===== config.mk =====
export PLATFORM = sky130hd
export DESIGN_NAME = sslp_device_flat
export DESIGN_NICKNAME = d
export VERILOG_FILES = /design/src/rtl/sslp_pkg.sv /design/src/rtl/sslp_if.sv /design/src/rtl/sslp_device.sv /design/src/flat_wrapper.sv
export VERILOG_INCLUDE_DIRS = /design/src /design/src/rtl
export SDC_FILE = /design/constraint.sdc
export NUM_CORES = 1
export LEC_CHECK = 0
export BUFFER_PORTS_ARGS = -buffer_cell sky130_fd_sc_hd__buf_4
export CAP_MARGIN = 20
export CORE_UTILIZATION = 48
export CTS_CLUSTER_DIAMETER = 30
export DETAILED_ROUTE_END_ITERATION = 8
export GPL_TIMING_DRIVEN = 0
export PLACE_DENSITY = 0.67
export SLEW_MARGIN = 10
export SYNTH_ARGS = -nofsm -noshare
export SYNTH_HDL_FRONTEND = slang
export SYNTH_SLANG_ARGS = --single-unit

===== constraint.sdc =====
create_clock -name clk_sys -period 2 [get_ports clk_sys]
set_input_delay 0.4 -clock clk_sys [delete_from_list [all_inputs] [get_ports clk_sys]]
set_output_delay 0.4 -clock clk_sys [all_outputs]
set_load 0.005 [all_outputs]

===== src/rtl/sslp_defines.svh =====
// timing constants and field widths of the sleep-mode controller
`ifndef SSLP_DEFINES_SVH
`define SSLP_DEFINES_SVH

// ----------------------------------------------------------------------
// timing
// ----------------------------------------------------------------------
`define SSLP_CLK_PERIOD_NS     8
`define SSLP_ENTRY_CYCLES      2
`define SSLP_RECOVERY_NS       20
// least time: round up, at least one cycle
`define SSLP_RECOVERY_CYCLES   ((`SSLP_RECOVERY_NS + `SSLP_CLK_PERIOD_NS - 1) / `SSLP_CLK_PERIOD_NS)
`define SSLP_CNT_W             4

// ----------------------------------------------------------------------
// memory shape
// ----------------------------------------------------------------------
`define SSLP_ADDR_W            4
`define SSLP_DATA_W            8

`endif


===== src/rtl/sslp_pkg.sv =====
// types shared by both ends of the sleep-mode link
package sslp_pkg;

  // ----------------------------------------------------------------------
  // commands on the link
  // ----------------------------------------------------------------------
  typedef enum logic [1:0] {
    SSLP_CMD_DESELECT = 2'h0,
    SSLP_CMD_READ     = 2'h1,
    SSLP_CMD_WRITE    = 2'h2,
    SSLP_CMD_DUMMY    = 2'h3
  } sslp_cmd_t;

  typedef enum logic [1:0] {
    SSLP_AWAKE,
    SSLP_ENTERING,
    SSLP_ASLEEP,
    SSLP_RECOVER
  } sslp_pwr_t;

endpackage : sslp_pkg


===== src/rtl/sslp_if.sv =====
// link between the memory controller and the sleep-capable sram
`include "sslp_defines.svh"

interface sslp_if;
  import sslp_pkg::*;

  logic                      sleep_request;
  sslp_cmd_t                 cmd;
  logic [`SSLP_ADDR_W-1:0]   addr;
  logic [`SSLP_DATA_W-1:0]   wdata;
  logic [`SSLP_DATA_W-1:0]   rdata;
  logic                      rdata_oe;
  logic                      rdata_valid;
  logic                      asleep;

  modport device (
    input  sleep_request,
    input  cmd,
    input  addr,
    input  wdata,
    output rdata,
    output rdata_oe,
    output rdata_valid,
    output asleep
  );

  modport ctrl (
    output sleep_request,
    output cmd,
    output addr,
    output wdata,
    input  rdata,
    input  rdata_oe,
    input  rdata_valid,
    input  asleep
  );
endinterface : sslp_if


===== src/rtl/sslp_device.sv =====
// sleep-mode entry and exit of a synchronous sram end
//
// How it works
// sleep taken two cycles after request; the code takes it four cycles after the request
// array and state kept through sleep
// asleep: deselected, inputs ignored, outputs floated
// request held low in normal operation
// resume after recovery time once request low
// controller drains pending operations before sleeping
// only reads or deselects during recovery
// dummy reads at read-to-write turnarounds
// request synchronised before use
`include "sslp_defines.svh"

module sslp_device #(
  parameter int ADDR_W = `SSLP_ADDR_W,
  parameter int DATA_W = `SSLP_DATA_W
) (
  input  wire logic clk_sys,
  input  wire logic rst,
  sslp_if.device    link
);
  import sslp_pkg::*;

  // recovery is rounded up to whole cycles, so it never falls short
  localparam int RECOV = `SSLP_RECOVERY_CYCLES;
  localparam int DEPTH = 2**ADDR_W;

  // ----------------------------------------------------------------------
  // state
  // ----------------------------------------------------------------------
  // the array sits outside the record: it keeps its words through reset too
  typedef struct packed {
    logic                     sync1;
    logic                     sync2;
    sslp_pwr_t                pwr;
    logic [`SSLP_CNT_W-1:0]   cnt;
    logic [DATA_W-1:0]        rdata;
    logic                     oe;
    logic                     valid;
  } sslp_dev_t;

  sslp_dev_t         q, d;
  logic [DATA_W-1:0] mem_q [DEPTH];

  logic              req_sync;
  logic              in_sleep;
  logic              in_awake;
  logic              cmd_rd;
  logic              cmd_wr;
  logic              cmd_dummy;
  logic              accept_rd;
  logic              accept_dm;
  logic              wr_en;
  logic              active;

  // ----------------------------------------------------------------------
  // request synchroniser
  // ----------------------------------------------------------------------
  // nothing but the second flop is read; the first may still be settling
  // the two flops cost two cycles of entry latency, and of exit latency too
  assign req_sync = q.sync2;

  // ----------------------------------------------------------------------
  // power state view
  // ----------------------------------------------------------------------
  assign in_sleep = (q.pwr == SSLP_ASLEEP);
  // entering still counts as awake: the request is not yet acted on
  assign in_awake = (q.pwr == SSLP_AWAKE) || (q.pwr == SSLP_ENTERING);
  assign active   = !in_sleep;

  // ----------------------------------------------------------------------
  // command decode
  // ----------------------------------------------------------------------
  always_comb
  begin
    cmd_rd    = 1'b0;
    cmd_wr    = 1'b0;
    cmd_dummy = 1'b0;
    case (link.cmd)
      SSLP_CMD_DESELECT:
      begin
        // deselect launches nothing and leaves the drivers off
        cmd_rd = 1'b0;
      end
      SSLP_CMD_READ:
      begin
        cmd_rd = 1'b1;
      end
      SSLP_CMD_WRITE:
      begin
        cmd_wr = 1'b1;
      end
      SSLP_CMD_DUMMY:
      begin
        cmd_dummy = 1'b1;
      end
    endcase
  end

  // sleep ignores every command; recovery still serves reads
  assign accept_rd = active && cmd_rd;
  assign accept_dm = active && cmd_dummy;
  // writes wait for awake, which the controller must respect anyway
  assign wr_en     = in_awake && cmd_wr;

  // ----------------------------------------------------------------------
  // next state
  // ----------------------------------------------------------------------
  always_comb
  begin
    d       = q;
    d.sync1 = link.sleep_request;
    d.sync2 = q.sync1;
    d.valid = 1'b0;
    d.oe    = 1'b0;
    unique case (q.pwr)
      SSLP_AWAKE:
      begin
        if (req_sync)
          d.pwr = SSLP_ENTERING;
      end
      SSLP_ENTERING:
      begin
        // second cycle after the synchronised request; a drop aborts
        if (req_sync)
          d.pwr = SSLP_ASLEEP;
        else
          d.pwr = SSLP_AWAKE;
      end
      SSLP_ASLEEP:
      begin
        if (!req_sync)
        begin
          d.pwr = SSLP_RECOVER;
          d.cnt = `SSLP_CNT_W'(RECOV - 1);
        end
      end
      SSLP_RECOVER:
      begin
        // a new request goes through entry again, so sleep is always
        // taken the same two cycles after the synchronised sample
        if (req_sync)
          d.pwr = SSLP_ENTERING;
        else if (q.cnt == '0)
          d.pwr = SSLP_AWAKE;
        else
          d.cnt = q.cnt - `SSLP_CNT_W'(1);
      end
    endcase
    // a read launches in any awake or recovering cycle
    if (accept_rd)
    begin
      d.rdata = mem_q[link.addr];
      d.oe    = 1'b1;
      d.valid = 1'b1;
    end
    // a dummy read launches like a read but ends with the drivers off
    if (accept_dm)
    begin
      d.rdata = mem_q[link.addr];
      d.oe    = 1'b0;
      d.valid = 1'b0;
    end
  end

  // ----------------------------------------------------------------------
  // registers
  // ----------------------------------------------------------------------
  always_ff @(posedge clk_sys or posedge rst)
  begin
    if (rst)
    begin
      q <= '{sync1: 1'b0,
             sync2: 1'b0,
             pwr:   SSLP_AWAKE,
             cnt:   '0,
             rdata: '0,
             oe:    1'b0,
             valid: 1'b0};
    end
    else
    begin
      q <= d;
    end
  end

  // ----------------------------------------------------------------------
  // array
  // ----------------------------------------------------------------------
  // no reset: contents survive sleep and reset alike; one write port a word
  for (genvar i = 0; i < DEPTH; i++)
  begin : g_word
    always_ff @(posedge clk_sys)
    begin
      if (wr_en && link.addr == ADDR_W'(i))
        mem_q[i] <= link.wdata;
    end
  end

  // ----------------------------------------------------------------------
  // outputs
  // ----------------------------------------------------------------------
  // masked from the power state so the first sleeping cycle floats at once
  assign link.rdata       = q.rdata;
  assign link.rdata_oe    = q.oe && !in_sleep;
  assign link.rdata_valid = q.valid && !in_sleep;
  assign link.asleep      = in_sleep;

endmodule : sslp_device


===== src/flat_wrapper.sv =====
// flat-port wrapper written by rule: the top's interface ports become plain ports
module sslp_device_flat import sslp_pkg::*;
#(
  parameter int ADDR_W = `SSLP_ADDR_W,
  parameter int DATA_W = `SSLP_DATA_W
)
  (clk_sys, rst, link_sleep_request, link_cmd, link_addr, link_wdata, link_rdata, link_rdata_oe, link_rdata_valid, link_asleep);
  sslp_if link_i ();
  input  wire logic clk_sys;
  input  wire logic rst;
  input wire logic [$bits(link_i.sleep_request)-1:0] link_sleep_request;
  input wire logic [$bits(link_i.cmd)-1:0] link_cmd;
  input wire logic [$bits(link_i.addr)-1:0] link_addr;
  input wire logic [$bits(link_i.wdata)-1:0] link_wdata;
  output wire logic [$bits(link_i.rdata)-1:0] link_rdata;
  output wire logic [$bits(link_i.rdata_oe)-1:0] link_rdata_oe;
  output wire logic [$bits(link_i.rdata_valid)-1:0] link_rdata_valid;
  output wire logic [$bits(link_i.asleep)-1:0] link_asleep;
  assign link_i.sleep_request = link_sleep_request;
  assign link_i.cmd = link_cmd;
  assign link_i.addr = link_addr;
  assign link_i.wdata = link_wdata;
  assign link_rdata = link_i.rdata;
  assign link_rdata_oe = link_i.rdata_oe;
  assign link_rdata_valid = link_i.rdata_valid;
  assign link_asleep = link_i.asleep;
  sslp_device #(.ADDR_W(ADDR_W), .DATA_W(DATA_W)) u_core (.clk_sys(clk_sys), .rst(rst), .link(link_i));
endmodule

=== After elaboration in Yosys (flattened, before gate mapping) ===
Memories as Yosys holds them, arrays and structs flattened.
Index checks and enable logic that the tools add are counted.

* Add/subtract/negate cells: 1
* Equal/unequal tests: 26
* Muxes and demuxes: 91
* Reductions and logical operators: 45

{| class="wikitable"
|+ Operators with widths
! cell !! number
|-
| 8-bit two-way mux || 15
|-
| 8-bit OR reduction || 15
|-
| 4-bit two-way mux || 17
|-
| 1-bit two-way mux || 50
|-
| 4-bit equality test (second input constant) || 8
|-
| 1-bit logical AND || 21
|-
| 10-bit two-way mux || 2
|-
| 4-bit by 3-bit equality test with 1-bit output (second input constant) || 4
|-
| 2-bit equality test (second input constant) || 4
|-
| 4-bit by 2-bit equality test with 1-bit output (second input constant) || 2
|-
| 4-bit zero test || 2
|-
| 2-bit two-way mux || 4
|-
| 2-bit case mux with 4 select lines || 1
|-
| 4-bit case mux with 2 select lines || 1
|-
| 6-bit two-way mux || 1
|-
| 2-bit != test (second input constant) || 3
|-
| 2-bit by 1-bit equality test with 1-bit output (second input constant) || 2
|-
| 4-bit by 1-bit equality test with 1-bit output (second input constant) || 1
|-
| 4-bit AND reduction || 1
|-
| 2-bit nonzero test || 2
|-
| 4-bit by 1-bit subtractor with 4-bit output (second input constant) || 1
|-
| 3-bit by 1-bit != test with 1-bit output (second input constant) || 1
|-
| 3-bit AND reduction || 1
|-
| 2-bit zero test || 1
|-
| 3 further kinds || 3
|}

* Bits in registers: 18
* Bits in writable memories: 128
* Bits of input ports: 17
* Output and inout bits: 11
* Word-level logic and storage cells: 171
* Memories: 1

{| class="wikitable"
|+ Memories
! name !! words !! bits a word !! rd ports !! clocked after Yosys merged registers in !! wr ports !! RTL line !! source
|-
| u_core.mem_q || 16 || 8 || 1 || 0 || 1 || sslp_device.sv:44 || <nowiki>logic [DATA_W-1:0] mem_q [DEPTH];</nowiki>
|}

=== Logic depth before layout (Yosys ltp) ===
Gate-level depths: netlist of run 1.

* Depth in word-level cells: 22
* Depth in mapped cells: 8
* Mapped depth without buffers: 6

=== Least setup slack after synthesis of run 1 ===
No wires, ideal clock.

* Path kind: input-to-reg
* Start point: input port link_addr[1]
* End point: memory u_core.mem_q[1][0] (netlist name) (enable)
* Library setup time: 383 ps
* Data arrival time: 1814 ps
* Data required time: 1617 ps
* Setup slack: -198 ps
* Cell stages on the path: 6
* Path through: buf_6 buf_12 buf_6 buf_2 nand3b_1 nor3_1

* Longest elaborated chain between the ends: 20
* Elaborated cells on any way between the ends: 109

{| class="wikitable"
|+ RTL lines
! element !! RTL line !! source
|-
| start, declared || flat_wrapper.sv:13 || <nowiki>input wire logic [$bits(link_i.addr)-1:0] link_addr;</nowiki>
|-
| 4-bit by 1-bit equality test with 1-bit output || sslp_device.sv:196 || <nowiki>if (wr_en && link.addr == ADDR_W'(i))</nowiki>
|-
| 1-bit logical AND || sslp_device.sv:196 ||
|-
| 1-bit two-way mux || sslp_device.sv:196 ||
|-
| 1-bit two-way mux (not written as such) || sslp_device.sv:197 || <nowiki>mem_q[i] <= link.wdata;</nowiki>
|-
| 8-bit OR reduction (no line) || -- ||
|-
| 4-bit two-way mux (no line) or 1-bit two-way mux (tied branches) (15 in series) || -- ||
|-
| end, declared || sslp_device.sv:44 ||
|}

Parallel ways exist; a longest one is shown, timed or not.

=== Worst setup path after layout of run 1 ===
* Start point: register u_core.q[14] (netlist name)
* End point: output port link_rdata_valid

* Longest elaborated chain between the ends: 3

{| class="wikitable"
|+ RTL lines
! element !! RTL line !! source
|-
| start, declared || sslp_device.sv:43 || <nowiki>sslp_dev_t q, d;</nowiki>
|-
| start signal, assigned || sslp_device.sv:174 || <nowiki>q <= '{sync1: 1'b0,</nowiki>
|-
| 2-bit equality test || sslp_device.sv:67 || <nowiki>assign in_sleep = (q.pwr == SSLP_ASLEEP);</nowiki>
|-
| 1-bit zero test || sslp_device.sv:207 || <nowiki>assign link.rdata_valid = q.valid && !in_sleep;</nowiki>
|-
| 1-bit logical AND || sslp_device.sv:207 ||
|-
| end, declared || flat_wrapper.sv:17 || <nowiki>output wire logic [$bits(link_i.rdata_valid)-1:0] link_rdata_valid;</nowiki>
|}

Every way passes these cells.

==> results.md, run 1 <==
Route
* 5.732 — via density per instance
* 318 — First DRT Iteration DRCs
* 11.43 mm — overall routed net length
* 21.41 µm — average detailed-routed wire length per instance
* 4 — number of detailed-routing iterations run before antenna repair
* 0 — antenna-violating nets left
* 3061 — number of vias after detailed routing
* 0 — Residual DRC

Timing
* 15.49 ps — skew final
* 0 — hold violation total from the final report
* 0.9518 — ratio of final minimum period to clock period
* 642.7 ps — transition at the pin with the smallest max-transition slack
* 0 — final setup violating endpoints
* 73.83 ps — Worst Hold Slack
* 0.5711 — Max-Slew Margin vs Limit
* 0 ps — final-layout setup total negative slack
* 1904 ps — post-route minimum period
* 525.3 MHz — fmax
* true — setup repair after global routing missed its margin
* 0 — number of slew-limit violations in the final report
* 96.39 ps — least setup slack across all paths after layout

Floorplan
* 0.4916 — initial cell density of the core
* 12010 µm² — area of the placeable core
* 112.9 µm — die height
* 12750 µm² — Die Outline Area
* 40 — total number of placement rows
* 112.9 µm — die span in x
* 28 — boundary pin count

Placed design
* 0.8797 — final estimated routing congestion in global placement
* -610.8 ps — Worst Setup Slack post-DPL
* 7.428 mm — Final HPWL DP
* 24 — count of buffers from port buffering
* 498 — Placed Instances
* 6289 µm² — placed instance area

Layout
* 534 — number of standard cells in the final layout excluding fillers
* 0 — antenna diode count
* 0.2842 — layout cell share with drive strength beyond 1
* 885 — fill cell total of the finished layout
* 19.20% — layout overhead on the synthesized area
* 393 — number of nets in the final layout
* sky130_fd_sc_hd__edfxtp_1 — most common library cell in the layout ignoring fill and taps
* sky130_fd_sc_hd__edfxtp_1, sky130_fd_sc_hd__buf_4, sky130_fd_sc_hd__mux2i_1 — leading cell types in the layout, fill and taps excluded
* 0.5859 — final core utilization
* 7038 µm² — design area

Logic synthesis
* 346 — nets in the synthesized netlist
* 36 — number of unique standard cell types used by synthesis
* 18.06 µm² — mean instance size in the synthesized netlist
* 0 — Warnings, synthesis
* 145 — number of flip-flops and latches in the synthesized netlist
* 0.03836 — Compound-Gate Fraction of Synth Area
* 0.06400 — post-synthesis share of cell area spent on and, or, nand and nor gates
* 0.1363 — multiplexer fraction of the synthesized cell area
* multiplexers — largest family of logic cells by synthesized area
* sky130_fd_sc_hd__edfxtp_1 — flip-flop cell with the highest count after synthesis
* 0 — fraction of synthesized cell area in xor and xnor cells
* 0.7230 — sequential cell area fraction in the yosys report
* 5904 µm² — netlist area before placement
* 128 — number of enable flip-flop cells after synthesis
* 0.004238 — post-synthesis adder-cell area fraction
* 327 — post-synthesis cell count
* 0.1172 — post-synthesis async set-or-reset flop share

Power
* 1.764 mW — switching power of the nets
* 0.119 — logic gate share of total power
* 0.2299 — switching part of the total power
* 7.671 mW — total power after layout
* 2.465 nW — leakage power total
* 5.907 mW — Internal Pwr Total
* 1090 nW/µm² — pwr dens
* 0.470 — share of total power in sequential cells
* 0.411 — part of the power in the clock network
* 0.7362 mV — maximum resistive drop on vdd

Setup path
* output port — crit end category
* register — sort of element at the start of the critical path
* reg2out — Setup CP Type
* 8 — maximum net fanout on the critical path
* 100 ps — register-to-register setup slack
* u_core.mem_q[7][4]$_DFFE_PP_ — destination of the worst register-to-register timing path
* 1600 ps — data required time at the worst endpoint
* 3 — worst r2r path cells
* 1500 ps — data arrival time at the worst-slack endpoint

CTS
* 17 — number of buffers inserted during clock tree synthesis
* sky130_fd_sc_hd__clkbuf_16 — CTS root buf
* 420 ps — source-to-sink clock delay at the later pin of the worst-skew pair
* 0 — CTS Hold Buffers Added
* 4 — CTS H-Tree Depth
* 2 — Max Root-Sink Buffers
* 145 — number of clock sinks
* 50 ps — post-CTS clock slew at the launch and capture registers of the worst setup and hold paths
* yes — TritonCTS clock tree

Hold path
* in2async — path category of the worst min-delay check

Status
* finished clean — outcome

Global routing
* 0 — antenna violations before repair
* 3132 — number of global-route vias before repair
* 0 — total grt overflow
* 0.1977 — Tot GR Track Use
* 20 — largest net degree at the start of global routing
* 17.50 mm — global-route wire length before repair

Flow run
* 0 — number of maximum-capacitance violations

-- critical path, stage by stage (launching register included) --
cell and delay [ps]:
sky130_fd_sc_hd__dfrtp_1 440, sky130_fd_sc_hd__nand2b_1 220, sky130_fd_sc_hd__and2_1 190, sky130_fd_sc_hd__buf_4 120, sky130_fd_sc_hd__buf_4 120
-- metal layers --
metal  part of all wire  wire length [µm]  vias up  track usage
met4              0.021               239        0      0.08070
met2               0.51              5783       94       0.3193
met1               0.42              4834     1553       0.2525
li1                   -                 -     1397            -
met5                  0                 0        -            0
met3              0.050               575       17      0.05945
-- timing repair --
item	CTS	global route
buffers inserted	3	2
endpoints found under the setup margin	128	107
gates resized for setup	23	7
pin swaps	2	0
-- registers in the layout, indices dropped and copies added (netlist names), named ones only --
signal	flops
u_core.req_sync	1
u_core.d	1
u_core.mem_q	128
u_core.q	6
u_core.link.rdata	8
-- cell type report --
cell class | instances | area (µm²) | share of cell area
Clock inverter | 13 | 160.2 | 0.02276
Buffer | 26 | 183.9 | 0.02613
Sequential cell | 145 | 4269 | 0.6066
Tap cell | 147 | 183.9 | 0.02613
Clock buffer | 19 | 432.9 | 0.06151
Inverter | 4 | 15.01 | 0.002133
Timing Repair Buffer | 29 | 230.2 | 0.03271
Multi-Input combinational cell | 151 | 1563 | 0.2220
-- power groups by stage --
stage / Combinational (mW) / Clock [mW] / Sequential, mW
floorplan: 0.576 / 0 / 3.61
global placement: 0.870 / 0 / 3.65
detailed placement: 0.903 / 0 / 3.66
CTS: 0.921 / 3.19 / 3.60
global route: 1.01 / 3.32 / 3.63
finish: 0.916 / 3.15 / 3.60
-- kinds of logic (layout without fill, tap and decap cells) --
logic type,count (synthesis),count (layout)
flip-flops,145,145
adder cells (fa/ha/maj),2,2
multiplexers,48,48
AO/OA/AOI/OAI,30,30
AND/OR/NAND/NOR,71,71
buffers and inverters,31,91
-- how the worst max path moves through the flow --
stage,endpoint,from,cells past startpoint,slack [ps]
final,link_rdata_valid,u_core.q[14]$_DFFE_PP0P_,4,100
after global routing,u_core.mem_q[15][4]$_DFFE_PP_,register,3,-30
after CTS,u_core.mem_q[0][2]$_DFFE_PP_,register,5,-20
after detailed placement,u_core.mem_q[11][0]$_DFFE_PP_,link_addr[3],5,-610
after global placement,u_core.mem_q[10][3]$_DFFE_PP_,link_addr[3],5,-590
after floorplan,u_core.mem_q[10][0]$_DFFE_PP_,link_addr[3],5,-4
-- cell usage after synthesis (3+ instances only) --
library cell / instances / area, µm²
sky130_fd_sc_hd__mux4_1: 13 / 341.6
sky130_fd_sc_hd__nand2b_1: 8 / 50.05
sky130_fd_sc_hd__edfxtp_1: 128 / 3844
sky130_fd_sc_hd__buf_2: 4 / 20.02
sky130_fd_sc_hd__dfrtp_1: 17 / 425.4
sky130_fd_sc_hd__o32a_1: 6 / 60.06
sky130_fd_sc_hd__nor2_1: 22 / 82.58
sky130_fd_sc_hd__buf_6: 3 / 33.78
sky130_fd_sc_hd__mux4_2: 9 / 202.7
sky130_fd_sc_hd__inv_1: 4 / 15.01
sky130_fd_sc_hd__buf_4: 10 / 75.07
sky130_fd_sc_hd__o221ai_1: 6 / 52.55
sky130_fd_sc_hd__nor4_1: 4 / 25.02
sky130_fd_sc_hd__and2_1: 9 / 56.30
sky130_fd_sc_hd__a22oi_1: 3 / 22.52
sky130_fd_sc_hd__a22o_1: 3 / 26.28
sky130_fd_sc_hd__mux2i_1: 26 / 260.3
sky130_fd_sc_hd__clkbuf_1: 6 / 22.52
sky130_fd_sc_hd__o21ai_0: 7 / 35.03
sky130_fd_sc_hd__nor3_1: 6 / 30.03
sky130_fd_sc_hd__nand2_1: 6 / 22.52
sky130_fd_sc_hd__nor2b_1: 4 / 25.02
Note: power is estimated with default switching activity, not from simulation.
==> run 2, diff against run 1 <==
- CELL_PAD_IN_SITES_DETAIL_PLACEMENT: unset -> 1
- CELL_PAD_IN_SITES_GLOBAL_PLACEMENT: unset -> 1
- CORE_UTILIZATION: 48 -> 47
- PLACE_DENSITY: 0.67 -> unset
- PLACE_DENSITY_LB_ADDON: unset -> 0.1
==> run 2 against run 1 <==
  * The flow now finishes with violations (negative setup slack)
  * Clock-buffer cell count did not move
  * Clock skew fell by 11 ps
  * Global-route usage rose by 2.2 points
  * Setup slack got worse by 180 ps
  * Sequential power barely moved
  * Largest cell class unchanged
==> results.md, run 2 (synthesized netlist as in run 1, its figures left out) <==
Status
* finished, violations left — outcome
* negative setup slack — violated checks

Global routing
* 3246 — number of global-route vias before repair
* 19.68 mm — global-route wire length before repair
* 0.2192 — Tot GR Track Use
* 0 — total grt overflow
* 20 — largest net degree at the start of global routing
* 0 — antenna violations before repair

Setup path
* 2130 ps — data required time at the worst endpoint
* register — sort of element at the start of the critical path
* 1 — combined buffer and inverter count along the critical path
* sky130_fd_sc_hd__dfrtp_1 — cell with the largest stage delay on the worst path
* simple AND/OR/NAND/NOR gates — Crit path max-delay family
* 2220 ps — data arrival time at the worst-slack endpoint
* register — crit end category
* 450 ps — delay contributed by the slowest stage of the critical path
* nor3b_2 -> nor2b_1 -> nand2_2 -> nor3_4 -> buf_12 — CP Cell Sequence
* reg2reg — Setup CP Type
* 8 — maximum net fanout on the critical path
* -90 ps — register-to-register setup slack

Power
* 0.471 — share of total power in sequential cells
* 0.124 — logic gate share of total power
* 1.783 mW — switching power of the nets
* 5.887 mW — Internal Pwr Total
* 0.6095 mV — maximum resistive drop on vdd
* 1071 nW/µm² — pwr dens
* 7.670 mW — total power after layout
* 2.491 nW — leakage power total
* 0.2325 — switching part of the total power
* 0.406 — part of the power in the clock network

CTS
* yes — TritonCTS clock tree
* 4 — CTS H-Tree Depth
* 145 — number of clock sinks
* 0 — CTS Hold Buffers Added
* 2 — Max Root-Sink Buffers
* 420 ps — source-to-sink clock delay at the later pin of the worst-skew pair
* 60 ps — post-CTS clock slew at the launch and capture registers of the worst setup and hold paths
* sky130_fd_sc_hd__clkbuf_16 — CTS root buf
* 17 — number of buffers inserted during clock tree synthesis

Timing
* 30 — final setup violating endpoints
* 1.044 — ratio of final minimum period to clock period
* 0.4950 — Max-Slew Margin vs Limit
* 478.8 MHz — fmax
* 756.7 ps — transition at the pin with the smallest max-transition slack
* -1051 ps — final-layout setup total negative slack
* 0 — number of slew-limit violations in the final report
* -88.42 ps — least setup slack across all paths after layout
* 2088 ps — post-route minimum period
* true — setup repair after global routing missed its margin
* 0 — hold violation total from the final report
* 4.903 ps — skew final

Hold path
* in2reg — path category of the worst min-delay check
* link_sleep_request — origin of the worst min-delay path

Placed design
* 8.377 mm — Final HPWL DP
* 519 — Placed Instances
* 24 — count of buffers from port buffering
* 0.7221 — final estimated routing congestion in global placement

Route
* 203 — First DRT Iteration DRCs
* 5.577 — via density per instance
* 3112 — number of vias after detailed routing
* 0 — Residual DRC
* 23.64 µm — average detailed-routed wire length per instance
* 0 — antenna-violating nets left
* 13.19 mm — overall routed net length
* 4 — number of detailed-routing iterations run before antenna repair

Layout
* 128 — flip-flop count of the largest register, all copies and words added
* 396 — number of nets in the final layout
* u_core.mem_q — Biggest register
* 0.2846 — layout cell share with drive strength beyond 1
* 0 — antenna diode count
* sky130_fd_sc_hd__edfxtp_1, sky130_fd_sc_hd__buf_4, sky130_fd_sc_hd__mux2i_1 — leading cell types in the layout, fill and taps excluded
* 558 — number of standard cells in the final layout excluding fillers
* sky130_fd_sc_hd__edfxtp_1 — most common library cell in the layout ignoring fill and taps
* 21.30% — layout overhead on the synthesized area

Floorplan
* 114.1 µm — die height
* 28 — boundary pin count
* 12110 µm² — area of the placeable core
* 40 — total number of placement rows
* 114.1 µm — die span in x
* 13010 µm² — Die Outline Area
* 0.4875 — initial cell density of the core

Flow run
* 0 — number of maximum-capacitance violations

## run 2: power by group through the flow
stage | logic, mW | clock network, mW | registers, mW
6_report | 0.947 | 3.11 | 3.61
5_1_grt | 1.04 | 3.25 | 3.63
4_1_cts | 0.951 | 3.16 | 3.60
3_5_place_dp | 0.930 | 0 | 3.66
3_3_place_gp | 0.891 | 0 | 3.65
2_1_floorplan | 0.576 | 0 | 3.61
## run 2: through the flow
stage | area, µm² | utilization | hold WS (ps) | setup slack [ps]
2_1_floorplan | 5924 | - | 326.1 | -4.238
3_3_place_gp | 6315 | 0.5214 | 352.0 | -705.1
3_5_place_dp | 6315 | 0.5214 | 358.8 | -806.6
4_1_cts | 7038 | 0.5811 | 61.00 | 9.286
5_1_grt | 7162 | 0.5913 | 71.52 | -200.5
6_report | 7162 | 0.5913 | 85.58 | -88.42
## run 2: worst paths after layout
kind                                                         end  cells after the start
worst max-delay path                u_core.mem_q[2][7]$_DFFE_PP_                      5
worst min-delay path                      u_core.d[16]$_DFF_PP0_                      1
worst max register to register      u_core.mem_q[2][7]$_DFFE_PP_                      5
worst min register to register         u_core.req_sync$_DFF_PP0_                      0
max in group asynchronous               u_core.q[14]$_DFFE_PP0P_                      2
min in group asynchronous       u_core.link.rdata[2]$_DFFE_PP0P_                      2
## run 2: timing repair
action,in CTS,in global routing
setup buffers,3,6
endpoints found under the hold margin,0,0
resized for setup,23,5
pin swaps,3,5
gates cloned,0,0
setup endpoints to repair,128,138
## run 2: final cells by class
| type | count | area (µm²) |
|---|---|---|
| fill | 1090 | 4950 |
| sequential | 145 | 4270 |
| multi-input combinational | 151 | 1549 |
| clock buffer | 19 | 432.9 |
| timing repair buffer | 33 | 360.3 |
| tap | 168 | 210.2 |
| buffer | 25 | 180.2 |
| clock inverter | 13 | 143.9 |
| inverter | 4 | 15.01 |
## run 2: routing by layer
layer / GRT usage / wire, µm / up-vias / share of wire
met3: 0.05188 / 437 / 18 / 0.033
met1: 0.2867 / 5798 / 1634 / 0.44
met2: 0.3576 / 6724 / 64 / 0.51
met4: 0.08571 / 228 / 0 / 0.017
li1: - / - / 1396 / -
met5: 0 / 0 / - / 0
